<file path="src/dcs_defs.vh">
// Purpose: offsets, field positions, reset values and counts of the dual counter serial block
// Assumes: 8-bit register port, byte offsets
// Notes: definitions only
`ifndef DCS_DEFS_VH
`define DCS_DEFS_VH
// register offsets
`define DCS_SERIAL_DATA 8'hf0
`define DCS_TIMER_MODE 8'hf1
`define DCS_COUNT1 8'hf2
`define DCS_PRESCALE1 8'hf3
`define DCS_COUNT0 8'hf4
`define DCS_PRESCALE0 8'hf5
`define DCS_LINE_MODE 8'hf6
`define DCS_PRIORITY 8'hf9
`define DCS_REQUEST 8'hfa
`define DCS_INT_MASK 8'hfb
// timer mode fields
`define DCS_TM_LOAD0 0
`define DCS_TM_RUN0 1
`define DCS_TM_LOAD1 2
`define DCS_TM_RUN1 3
`define DCS_TM_TIN_LO 4
`define DCS_TM_TIN_HI 5
// external timer input modes
`define DCS_TIN_CLOCK 2'h0
`define DCS_TIN_GATE 2'h1
`define DCS_TIN_TRIG 2'h2
`define DCS_TIN_RETRIG 2'h3
// prescaler fields
`define DCS_PS_CONT 0
`define DCS_PS_ALT 1
`define DCS_PS_RATIO_LO 2
// line mode fields
`define DCS_LM_SERIAL 0
`define DCS_LM_PARITY 1
`define DCS_LM_TIMER_OUTPUT_PIN 2
`define DCS_LM_TSEL_LO 3
`define DCS_LM_L4 6
`define DCS_LM_L5 7
// timer output sources
`define DCS_TSEL_C0 2'h0
`define DCS_TSEL_C1 2'h1
// interrupt mask global enable
`define DCS_IM_GLOBAL 7
// reset values
`define DCS_RESET_BYTE 8'h00
`define DCS_RESET_FRAME 11'h7ff
// counts
`define DCS_REQS 6
`define DCS_FRAME_BITS 4'hb
`define DCS_OVS_LAST 4'hf
`define DCS_OVS_MID 4'h7
`define DCS_RX_STOP 4'h9
`define DCS_INT_DIV_LAST 2'h3
`endif

</file>
<file path="src/dcs_top.v">
// Purpose: two 8-bit down-counters with prescalers, async serial port and six vectored requests
// Assumes: mclk 250 MHz, synchronous active-high reset, byte register port
// Notes: control lines 0..3 are inputs, 4..7 outputs; all outputs registered
`timescale 1ns/1ns
`include "dcs_defs.vh"
module dcs_top #(
    parameter NREQ = 6
) (
    input wire mclk,
    input wire reset,
    input wire [7:0] reg_addr,
    input wire [7:0] reg_wdata,
    input wire reg_wr,
    input wire reg_rd,
    output reg [7:0] reg_rdata,
    input wire [3:0] line_in,
    output reg [3:0] line_out,
    output reg irq_valid,
    output reg [7:0] irq_vector,
    input wire irq_ack
);
    // software state
    reg [7:0] tmr_q;
    reg [7:0] init0_q;
    reg [7:0] init1_q;
    reg [7:0] ps0_q;
    reg [7:0] ps1_q;
    reg [7:0] mode_q;
    reg [2:0] pri_q;
    reg [5:0] req_q;
    reg [7:0] imr_q;
    reg [7:0] rx_data_q;
    // input synchroniser and edge history
    reg [3:0] sync1_q;
    reg [3:0] sync2_q;
    reg [3:0] prev_q;
    reg [1:0] div_q;
    reg intclk_q;
    reg [1:0] tog_q;
    wire [3:0] fall;
    wire external_timer_input;
    wire tin_rise;
    wire tick4;
    wire [1:0] tin_mode;
    wire [1:0] ch_src;
    wire [1:0] ch_load;
    wire [1:0] ch_run;
    wire [1:0] ch_cont;
    wire [15:0] ch_init;
    wire [11:0] ch_ratio;
    wire [1:0] ch_eoc;
    wire [1:0] ch_done;
    wire [15:0] ch_cnt;
    wire wr_tmr;
    // serial state
    reg [10:0] tx_sh;
    reg [3:0] tx_left;
    reg [3:0] tx_div;
    reg tx_done;
    reg rx_busy;
    reg [3:0] rx_div;
    reg [3:0] rx_bit;
    reg [7:0] rx_sh;
    reg rx_done;
    wire ser_en;
    wire par_en;
    wire rxd;
    // request selection
    reg sel_hit;
    reg [2:0] sel_idx;
    integer k;
    integer j;
    wire [5:0] avail;
    wire [5:0] set_req;
    wire grant;

    assign ser_en = mode_q[`DCS_LM_SERIAL];
    assign par_en = mode_q[`DCS_LM_PARITY];
    assign external_timer_input = sync2_q[1];
    assign rxd = sync2_q[0];
    assign fall = prev_q & ~sync2_q;
    assign tin_rise = external_timer_input & ~prev_q[1];
    assign tick4 = (div_q == `DCS_INT_DIV_LAST);
    assign tin_mode = tmr_q[`DCS_TM_TIN_HI:`DCS_TM_TIN_LO];
    assign wr_tmr = reg_wr && (reg_addr == `DCS_TIMER_MODE);

    // two-flop synchroniser for the input lines, then edge history
    always @(posedge mclk) begin
        if (reset) begin
            sync1_q <= 4'hf;
            sync2_q <= 4'hf;
            prev_q <= 4'hf;
        end else begin
            sync1_q <= line_in;
            sync2_q <= sync1_q;
            prev_q <= sync2_q;
        end
    end

    // internal clock divided by four, and its visible square wave
    always @(posedge mclk) begin
        if (reset) begin
            div_q <= 2'h0;
            intclk_q <= 1'b0;
        end else begin
            div_q <= div_q + 2'h1;
            if (div_q[0])
                intclk_q <= ~intclk_q;
        end
    end

    // per-counter controls; first counter only ever sees the internal tick
    assign ch_src[0] = tick4;
    assign ch_src[1] = ps0_q[`DCS_PS_ALT] ? ch_eoc[0] :
        !ps1_q[`DCS_PS_ALT] ? tick4 :
        (tin_mode == `DCS_TIN_CLOCK) ? tin_rise :
        (tin_mode == `DCS_TIN_GATE) ? (tick4 & external_timer_input) : tick4;
    assign ch_load[0] = wr_tmr & reg_wdata[`DCS_TM_LOAD0];
    assign ch_load[1] = (wr_tmr & reg_wdata[`DCS_TM_LOAD1]) |
        (ps1_q[`DCS_PS_ALT] & !ps0_q[`DCS_PS_ALT] & tin_rise &
        ((tin_mode == `DCS_TIN_RETRIG) | ((tin_mode == `DCS_TIN_TRIG) & ch_done[1])));
    assign ch_run = {tmr_q[`DCS_TM_RUN1], tmr_q[`DCS_TM_RUN0]};
    assign ch_cont = {ps1_q[`DCS_PS_CONT], ps0_q[`DCS_PS_CONT]};
    assign ch_init = {init1_q, init0_q};
    assign ch_ratio = {ps1_q[7:`DCS_PS_RATIO_LO], ps0_q[7:`DCS_PS_RATIO_LO]};

    // one prescaler and down-counter per channel
    genvar g;
    generate
        for (g = 0; g < 2; g = g + 1) begin : chan
            reg [5:0] pcnt_q;
            reg [7:0] cnt_q;
            reg done_q;
            reg eoc_q;
            wire [5:0] ratio;
            assign ratio = ch_ratio[6*g +: 6];
            assign ch_eoc[g] = eoc_q;
            assign ch_done[g] = done_q;
            assign ch_cnt[8*g +: 8] = cnt_q;
            always @(posedge mclk) begin
                if (reset) begin
                    pcnt_q <= 6'h00;
                    cnt_q <= 8'h00;
                    done_q <= 1'b1;
                    eoc_q <= 1'b0;
                end else begin
                    eoc_q <= 1'b0;
                    if (ch_load[g]) begin
                        cnt_q <= ch_init[8*g +: 8];
                        pcnt_q <= 6'h00;
                        done_q <= 1'b0;
                    end else if (ch_run[g] && !done_q && ch_src[g]) begin
                        // ratio field 0 wraps to 63 and so divides by 64
                        if (pcnt_q == ratio - 6'h01) begin
                            pcnt_q <= 6'h00;
                            if (cnt_q == 8'h01) begin
                                eoc_q <= 1'b1;
                                if (ch_cont[g]) begin
                                    cnt_q <= ch_init[8*g +: 8];
                                end else begin
                                    cnt_q <= 8'h00;
                                    done_q <= 1'b1;
                                end
                            end else begin
                                cnt_q <= cnt_q - 8'h01;
                            end
                        end else begin
                            pcnt_q <= pcnt_q + 6'h01;
                        end
                    end
                end
            end
        end
    endgenerate

    // counter output levels toggle on each end of count
    always @(posedge mclk) begin
        if (reset)
            tog_q <= 2'h0;
        else
            tog_q <= tog_q ^ ch_eoc;
    end

    // transmitter: sixteen first-counter ends of count per bit
    always @(posedge mclk) begin
        if (reset) begin
            tx_sh <= `DCS_RESET_FRAME;
            tx_left <= 4'h0;
            tx_div <= 4'h0;
            tx_done <= 1'b0;
        end else begin
            tx_done <= 1'b0;
            if (reg_wr && reg_addr == `DCS_SERIAL_DATA && ser_en && tx_left == 4'h0) begin
                // stop, stop, data with optional odd parity in bit 7, start
                tx_sh <= {2'h3, (par_en ? ~^reg_wdata[6:0] : reg_wdata[7]), reg_wdata[6:0], 1'b0};
                tx_left <= `DCS_FRAME_BITS;
                tx_div <= 4'h0;
            end else if (ch_eoc[0] && tx_left != 4'h0) begin
                tx_div <= tx_div + 4'h1;
                if (tx_div == `DCS_OVS_LAST) begin
                    tx_sh <= {1'b1, tx_sh[10:1]};
                    tx_left <= tx_left - 4'h1;
                    if (tx_left == 4'h1)
                        tx_done <= 1'b1;
                end
            end
        end
    end

    // receiver: start found on an end of count, bits sampled mid-cell
    always @(posedge mclk) begin
        if (reset) begin
            rx_busy <= 1'b0;
            rx_div <= 4'h0;
            rx_bit <= 4'h0;
            rx_sh <= 8'h00;
            rx_done <= 1'b0;
            rx_data_q <= `DCS_RESET_BYTE;
        end else begin
            rx_done <= 1'b0;
            if (!rx_busy) begin
                if (ser_en && ch_eoc[0] && !rxd) begin
                    rx_busy <= 1'b1;
                    rx_div <= 4'h0;
                    rx_bit <= 4'h0;
                end
            end else if (ch_eoc[0]) begin
                rx_div <= rx_div + 4'h1;
                if (rx_div == `DCS_OVS_MID) begin
                    rx_bit <= rx_bit + 4'h1;
                    if (rx_bit == 4'h0) begin
                        if (rxd)
                            rx_busy <= 1'b0; // glitch, not a start bit
                    end else if (rx_bit == `DCS_RX_STOP) begin
                        // first stop cell ends the frame
                        rx_busy <= 1'b0;
                        rx_done <= 1'b1;
                        rx_data_q <= par_en ? {~^rx_sh, rx_sh[6:0]} : rx_sh;
                    end else begin
                        rx_sh <= {rxd, rx_sh[7:1]};
                    end
                end
            end
        end
    end

    // request sources, two of them shared
    assign set_req = {ch_eoc[1], ch_eoc[0] | tx_done, fall[3] | rx_done, fall[2:0]};
    assign avail = req_q & imr_q[5:0];

    // rotating priority: the priority register names the first request looked at
    always @* begin
        sel_hit = 1'b0;
        sel_idx = 3'h0;
        for (k = 0; k < 6; k = k + 1) begin
            j = pri_q + k;
            if (j >= 6)
                j = j - 6;
            if (j >= 6)
                j = j - 6;
            if (!sel_hit && avail[j]) begin
                sel_hit = 1'b1;
                sel_idx = j[2:0];
            end
        end
    end

    assign grant = imr_q[`DCS_IM_GLOBAL] && sel_hit && !irq_valid;

    // pending requests: a new event wins over the software clear
    always @(posedge mclk) begin
        if (reset)
            req_q <= 6'h00;
        else
            req_q <= (req_q & ~((reg_wr && reg_addr == `DCS_REQUEST) ? reg_wdata[5:0] : 6'h00)
                & ~(grant ? (6'h01 << sel_idx) : 6'h00)) | set_req;
    end

    // grant: hold vector location until acknowledged, drop global enable
    always @(posedge mclk) begin
        if (reset) begin
            irq_valid <= 1'b0;
            irq_vector <= 8'h00;
        end else if (grant) begin
            irq_valid <= 1'b1;
            irq_vector <= {4'h0, sel_idx, 1'b0};
        end else if (irq_ack) begin
            irq_valid <= 1'b0;
        end
    end

    // software writes; load bits of timer mode are pulses and never stored
    always @(posedge mclk) begin
        if (reset) begin
            tmr_q <= `DCS_RESET_BYTE;
            init0_q <= `DCS_RESET_BYTE;
            init1_q <= `DCS_RESET_BYTE;
            ps0_q <= `DCS_RESET_BYTE;
            ps1_q <= `DCS_RESET_BYTE;
            mode_q <= `DCS_RESET_BYTE;
            pri_q <= 3'h0;
            imr_q <= `DCS_RESET_BYTE;
        end else begin
            if (wr_tmr)
                tmr_q <= reg_wdata & 8'hfa;
            else if (reg_wr && reg_addr == `DCS_COUNT0)
                init0_q <= reg_wdata;
            else if (reg_wr && reg_addr == `DCS_COUNT1)
                init1_q <= reg_wdata;
            else if (reg_wr && reg_addr == `DCS_PRESCALE0)
                ps0_q <= reg_wdata;
            else if (reg_wr && reg_addr == `DCS_PRESCALE1)
                ps1_q <= reg_wdata;
            else if (reg_wr && reg_addr == `DCS_LINE_MODE)
                mode_q <= reg_wdata;
            else if (reg_wr && reg_addr == `DCS_PRIORITY)
                pri_q <= reg_wdata[2:0];
            if (grant)
                imr_q <= imr_q & 8'h7f;
            else if (reg_wr && reg_addr == `DCS_INT_MASK)
                imr_q <= reg_wdata;
        end
    end

    // read data stand in the cycle after the read strobe
    always @(posedge mclk) begin
        if (reset)
            reg_rdata <= 8'h00;
        else if (!reg_rd)
            reg_rdata <= 8'h00;
        else if (reg_addr == `DCS_SERIAL_DATA)
            reg_rdata <= rx_data_q;
        else if (reg_addr == `DCS_TIMER_MODE)
            reg_rdata <= tmr_q;
        else if (reg_addr == `DCS_COUNT0)
            reg_rdata <= ch_cnt[7:0];
        else if (reg_addr == `DCS_COUNT1)
            reg_rdata <= ch_cnt[15:8];
        else if (reg_addr == `DCS_LINE_MODE)
            reg_rdata <= mode_q;
        else if (reg_addr == `DCS_PRIORITY)
            reg_rdata <= {5'h00, pri_q};
        else if (reg_addr == `DCS_REQUEST)
            reg_rdata <= {2'h0, req_q};
        else if (reg_addr == `DCS_INT_MASK)
            reg_rdata <= imr_q;
        else
            reg_rdata <= 8'h00; // prescalers and unmapped read zero
    end

    // output lines 4..7
    always @(posedge mclk) begin
        if (reset) begin
            line_out <= 4'h8;
        end else begin
            line_out[0] <= mode_q[`DCS_LM_L4];
            line_out[1] <= mode_q[`DCS_LM_L5];
            if (!mode_q[`DCS_LM_TIMER_OUTPUT_PIN])
                line_out[2] <= 1'b0;
            else if (mode_q[4:3] == `DCS_TSEL_C0)
                line_out[2] <= tog_q[0];
            else if (mode_q[4:3] == `DCS_TSEL_C1)
                line_out[2] <= tog_q[1];
            else
                line_out[2] <= intclk_q;
            line_out[3] <= ser_en ? tx_sh[0] : 1'b1;
        end
    end

endmodule

</file>
<file path="config.mk">
export PLATFORM = sky130hd
export DESIGN_NAME = dcs_top
export DESIGN_NICKNAME = d
export VERILOG_FILES = /design/src/dcs_top.v
export VERILOG_INCLUDE_DIRS = /design/src
export SDC_FILE = /design/constraint.sdc
export NUM_CORES = 1
export LEC_CHECK = 0
export BUFFER_PORTS_ARGS = -buffer_cell sky130_fd_sc_hd__buf_4
export CAP_MARGIN = 30
export CORE_MARGIN = 4
export CORE_UTILIZATION = 54
export CTS_CLUSTER_SIZE = 12
export DETAILED_ROUTE_END_ITERATION = 8
export MAX_ROUTING_LAYER = met4
export PLACE_DENSITY_LB_ADDON = 0.3
export SLEW_MARGIN = 25
export SYNTH_ARGS = -nofsm -noshare
export SYNTH_HDL_FRONTEND = slang
export SYNTH_SLANG_ARGS = --single-unit
</file>
<file path="constraint.sdc">
create_clock -name mclk -period 10.6 [get_ports mclk]
set_clock_uncertainty 0.1 [all_clocks]
set_input_delay 0 -clock mclk [delete_from_list [all_inputs] [get_ports mclk]]
set_output_delay 0 -clock mclk [all_outputs]
set_load 0.005 [all_outputs]
</file>
==> flow_summary.toml <==
[clocking]
clkSinkCount = 172
hold_buffers = 23
insertion_delay_ps = 430
cts_setup_buffers = 0
postCtsResizedCells = 0
tritoncts = "yes"
cts_max_path_buffers = 2
cts-buffers-inserted = 17
cts_root_buf = "clkbuf_16"
htree_num_levels = 4
clkSlewWorstSetupHoldPaths_ps = 60

[global_route]
grt_pass1_vias = 7286
antenna_found_initial = 0
track_usage = 0.261
grt_pass1_wl_um = 37700
grt_start_max_net_pins = 81
grt.overflow.total = 0

[sta]
setup_viol = 0
holdWs_ps = 130
fin_tns_setup_ps = 0
timing.fmax_mhz = 221
hold_viol_final = 0
finalMaxSlewViolations = 0
worst_slew_pin_slew_ps = 902
rsz0062_at_grt = "false"
fin_crit_ps = 4520
maxSlewHeadroom = 0.394
period_share = 0.427

[route]
dr.pass1.iters = 6
wirelength_um = 23300
routed-via-count = 7929
wl_per_cell_um = 17.4
vias_per_cell = 5.90
ant_nets = 0
remaining_drc_errors = 0
drt_iter0_drc = 772

[synthesis]
yosysTopAreaCellShare = 0.382
synth_xor_area_frac = 0.0601
synth_warnings = 0
synth.avg_cell_area_um2 = 8.32
syn-cell-area_um2 = 9020
ys_ff_latch = 172
netlist_instances = 1084
muxShareOfSynthArea = 0.0921
ys.flop_type = "dfxtp_1"
synth.distinct_cells = 81
synthArstFlopShare = 0
seq_area_frac_synth = 0.382
yosys.area.top_type = "dfxtp_1"
synth_edf_count = 0
synth_top_family_by_area = "simple AND/OR/NAND/NOR gates"
synth_compound_area_frac = 0.161
synthSimpleGateAreaFrac = 0.218
yosys.area_share.adder = 0.0416
yosys-top-cells-area = "dfxtp_1 38%, mux2i_1 7.5%, nor2_1 5.8%"

[die]
core-area_um2 = 16100
ios = 46
start_util = 0.560
rows = 46
die_w_um = 137
fp.dieH_um = 137
dieArea_um2 = 18800

[final_layout]
syn2layout_area_growth_pct = 13.5
diodes = 0
drive_gt1_frac = 0.101
final_common_cell = "dfxtp_1"
design_area_um2 = 10200
finalNetCount = 1170
final_cell_mix = "172 x dfxtp_1, 140 x nor2_1, 104 x nand2_1, 74 x a21oi_1, 68 x mux2i_1"

[placement]
numPortBuffers = 40
post_dp_cell_area_um2 = 9380
dpl.hpwl_um = 15800
gp_congestion = 0.941

[worst_setup_path]
criticalPathCategory = "reg2reg"
required_ps = 10820
critPathMaxFanout = 17
arrival_ps = 4740
cp-start-kind = "flop"
critPathCaptureType = "flop"

[run_status]
outcome = "finished clean"

[power_and_ir_drop]
leakage_nw = 3.98
power_density_nw_per_um2 = 134
ir_drop_mv = 0.112

[flow_run]
maxCapViolCount = 0

[hold_path]
hp-class = "in2reg"
## routing by layer
layer	vias up	track usage	wire [um]
li1	3865	-	-
met3	36	0.0566	2050
met5	-	-	0
met1	3701	0.360	10400
met4	0	0.0676	360
met2	327	0.393	10600
## through the flow
| stage | cells | util | setup slack (ps) | power [mW] |
|---|---|---|---|---|
| 2_1_floorplan | 1088 | - | 6330 | 0.700 |
| 3_3_place_gp | 1288 | 0.582 | 6200 | 0.718 |
| 3_5_place_dp | 1288 | 0.582 | 6110 | 0.718 |
| 4_1_cts | 1343 | 0.635 | 6100 | 1.38 |
| 5_1_grt | 1344 | 0.635 | 5830 | 1.42 |
| 6_report | 1344 | 0.635 | 6080 | 1.38 |
## synth_stat cells, types with 11 or more instances
| master | n |
|---|---|
| a211oi_1 | 12 |
| a21oi_1 | 74 |
| and3_1 | 12 |
| clkbuf_1 | 47 |
| dfxtp_1 | 172 |
| ha_1 | 30 |
| inv_1 | 33 |
| mux2i_1 | 68 |
| nand2_1 | 104 |
| nand3_1 | 53 |
| nand4_1 | 11 |
| nor2_1 | 140 |
| nor3_1 | 28 |
| o21ai_0 | 52 |
| o22ai_1 | 13 |
| or2_2 | 13 |
| xnor2_1 | 39 |
| xor2_1 | 21 |
## path summary, 6_finish.rpt
| path | endpoint | slack [ps] | cells after the start | start |
|---|---|---|---|---|
| worst min register to register | sync2_q[0]$_SDFF_PP1_ | 310 | 1 | sync1_q[0]$_SDFF_PP1_ |
| worst max register to register | req_q[1]$_SDFF_PP0_ | 6080 | 14 | pri_q[1]$_SDFFE_PP0P_ |
| worst max-delay path | req_q[1]$_SDFF_PP0_ | 6080 | 14 | pri_q[1]$_SDFFE_PP0P_ |
| worst min-delay path | reg_rdata[5]$_SDFF_PP0_ | 130 | 5 | reg_addr[2] |
## worst max-delay path, cell delays in order (launching register included)
cell and delay, ps:
dfxtp_1 440, inv_1 120, ha_1 620, inv_2 130
ha_1 240, inv_1 60, ha_1 240, or4_1 540
a32oi_2 320, mux2_4 230, mux2i_4 70, and4_4 180
a21oi_2 420, nand3_1 220, o41a_1 450
## report_power, final
group	leakage (nW)	total, mW	internal (mW)	switching [mW]
Sequential	1.39	0.653	0.650	0.00311
Clock	0.304	0.665	0.397	0.268
Combinational	2.29	0.0578	0.0209	0.0369
Total	3.98	1.38	1.07	0.308
## flip-flops by register name, indices dropped and copies added (netlist names), 6 cells and up
register and count:
ps1_q 8, chan.pcnt_q 12, rx_sh 8, init0_q 8, init1_q 8, ps0_q 8
mode_q 8, chan.cnt_q 16, tmr_q 6, imr_q 8, req_q 6, reg_rdata 8
tx_sh 9, rx_data_q 8
## cells by family (layout without fill, tap and decap cells)
kind of cell,Yosys count,in the layout
flops,172,172
mux,78,78
xor+xnor,61,61
compound gates,228,228
simple gates,416,416
buf+inv,98,138
fa+ha+maj,30,30
other cells,1,5
## cell type report
type	instances	area, um^2
clock buffer	19	433
clock inverter	13	189
fill	1378	5880
inverter	36	135
multi-input combinational	818	5190
sequential	172	3440
tap	216	270
timing repair buffer	70	583
Power figures use the tool's default switching activity.
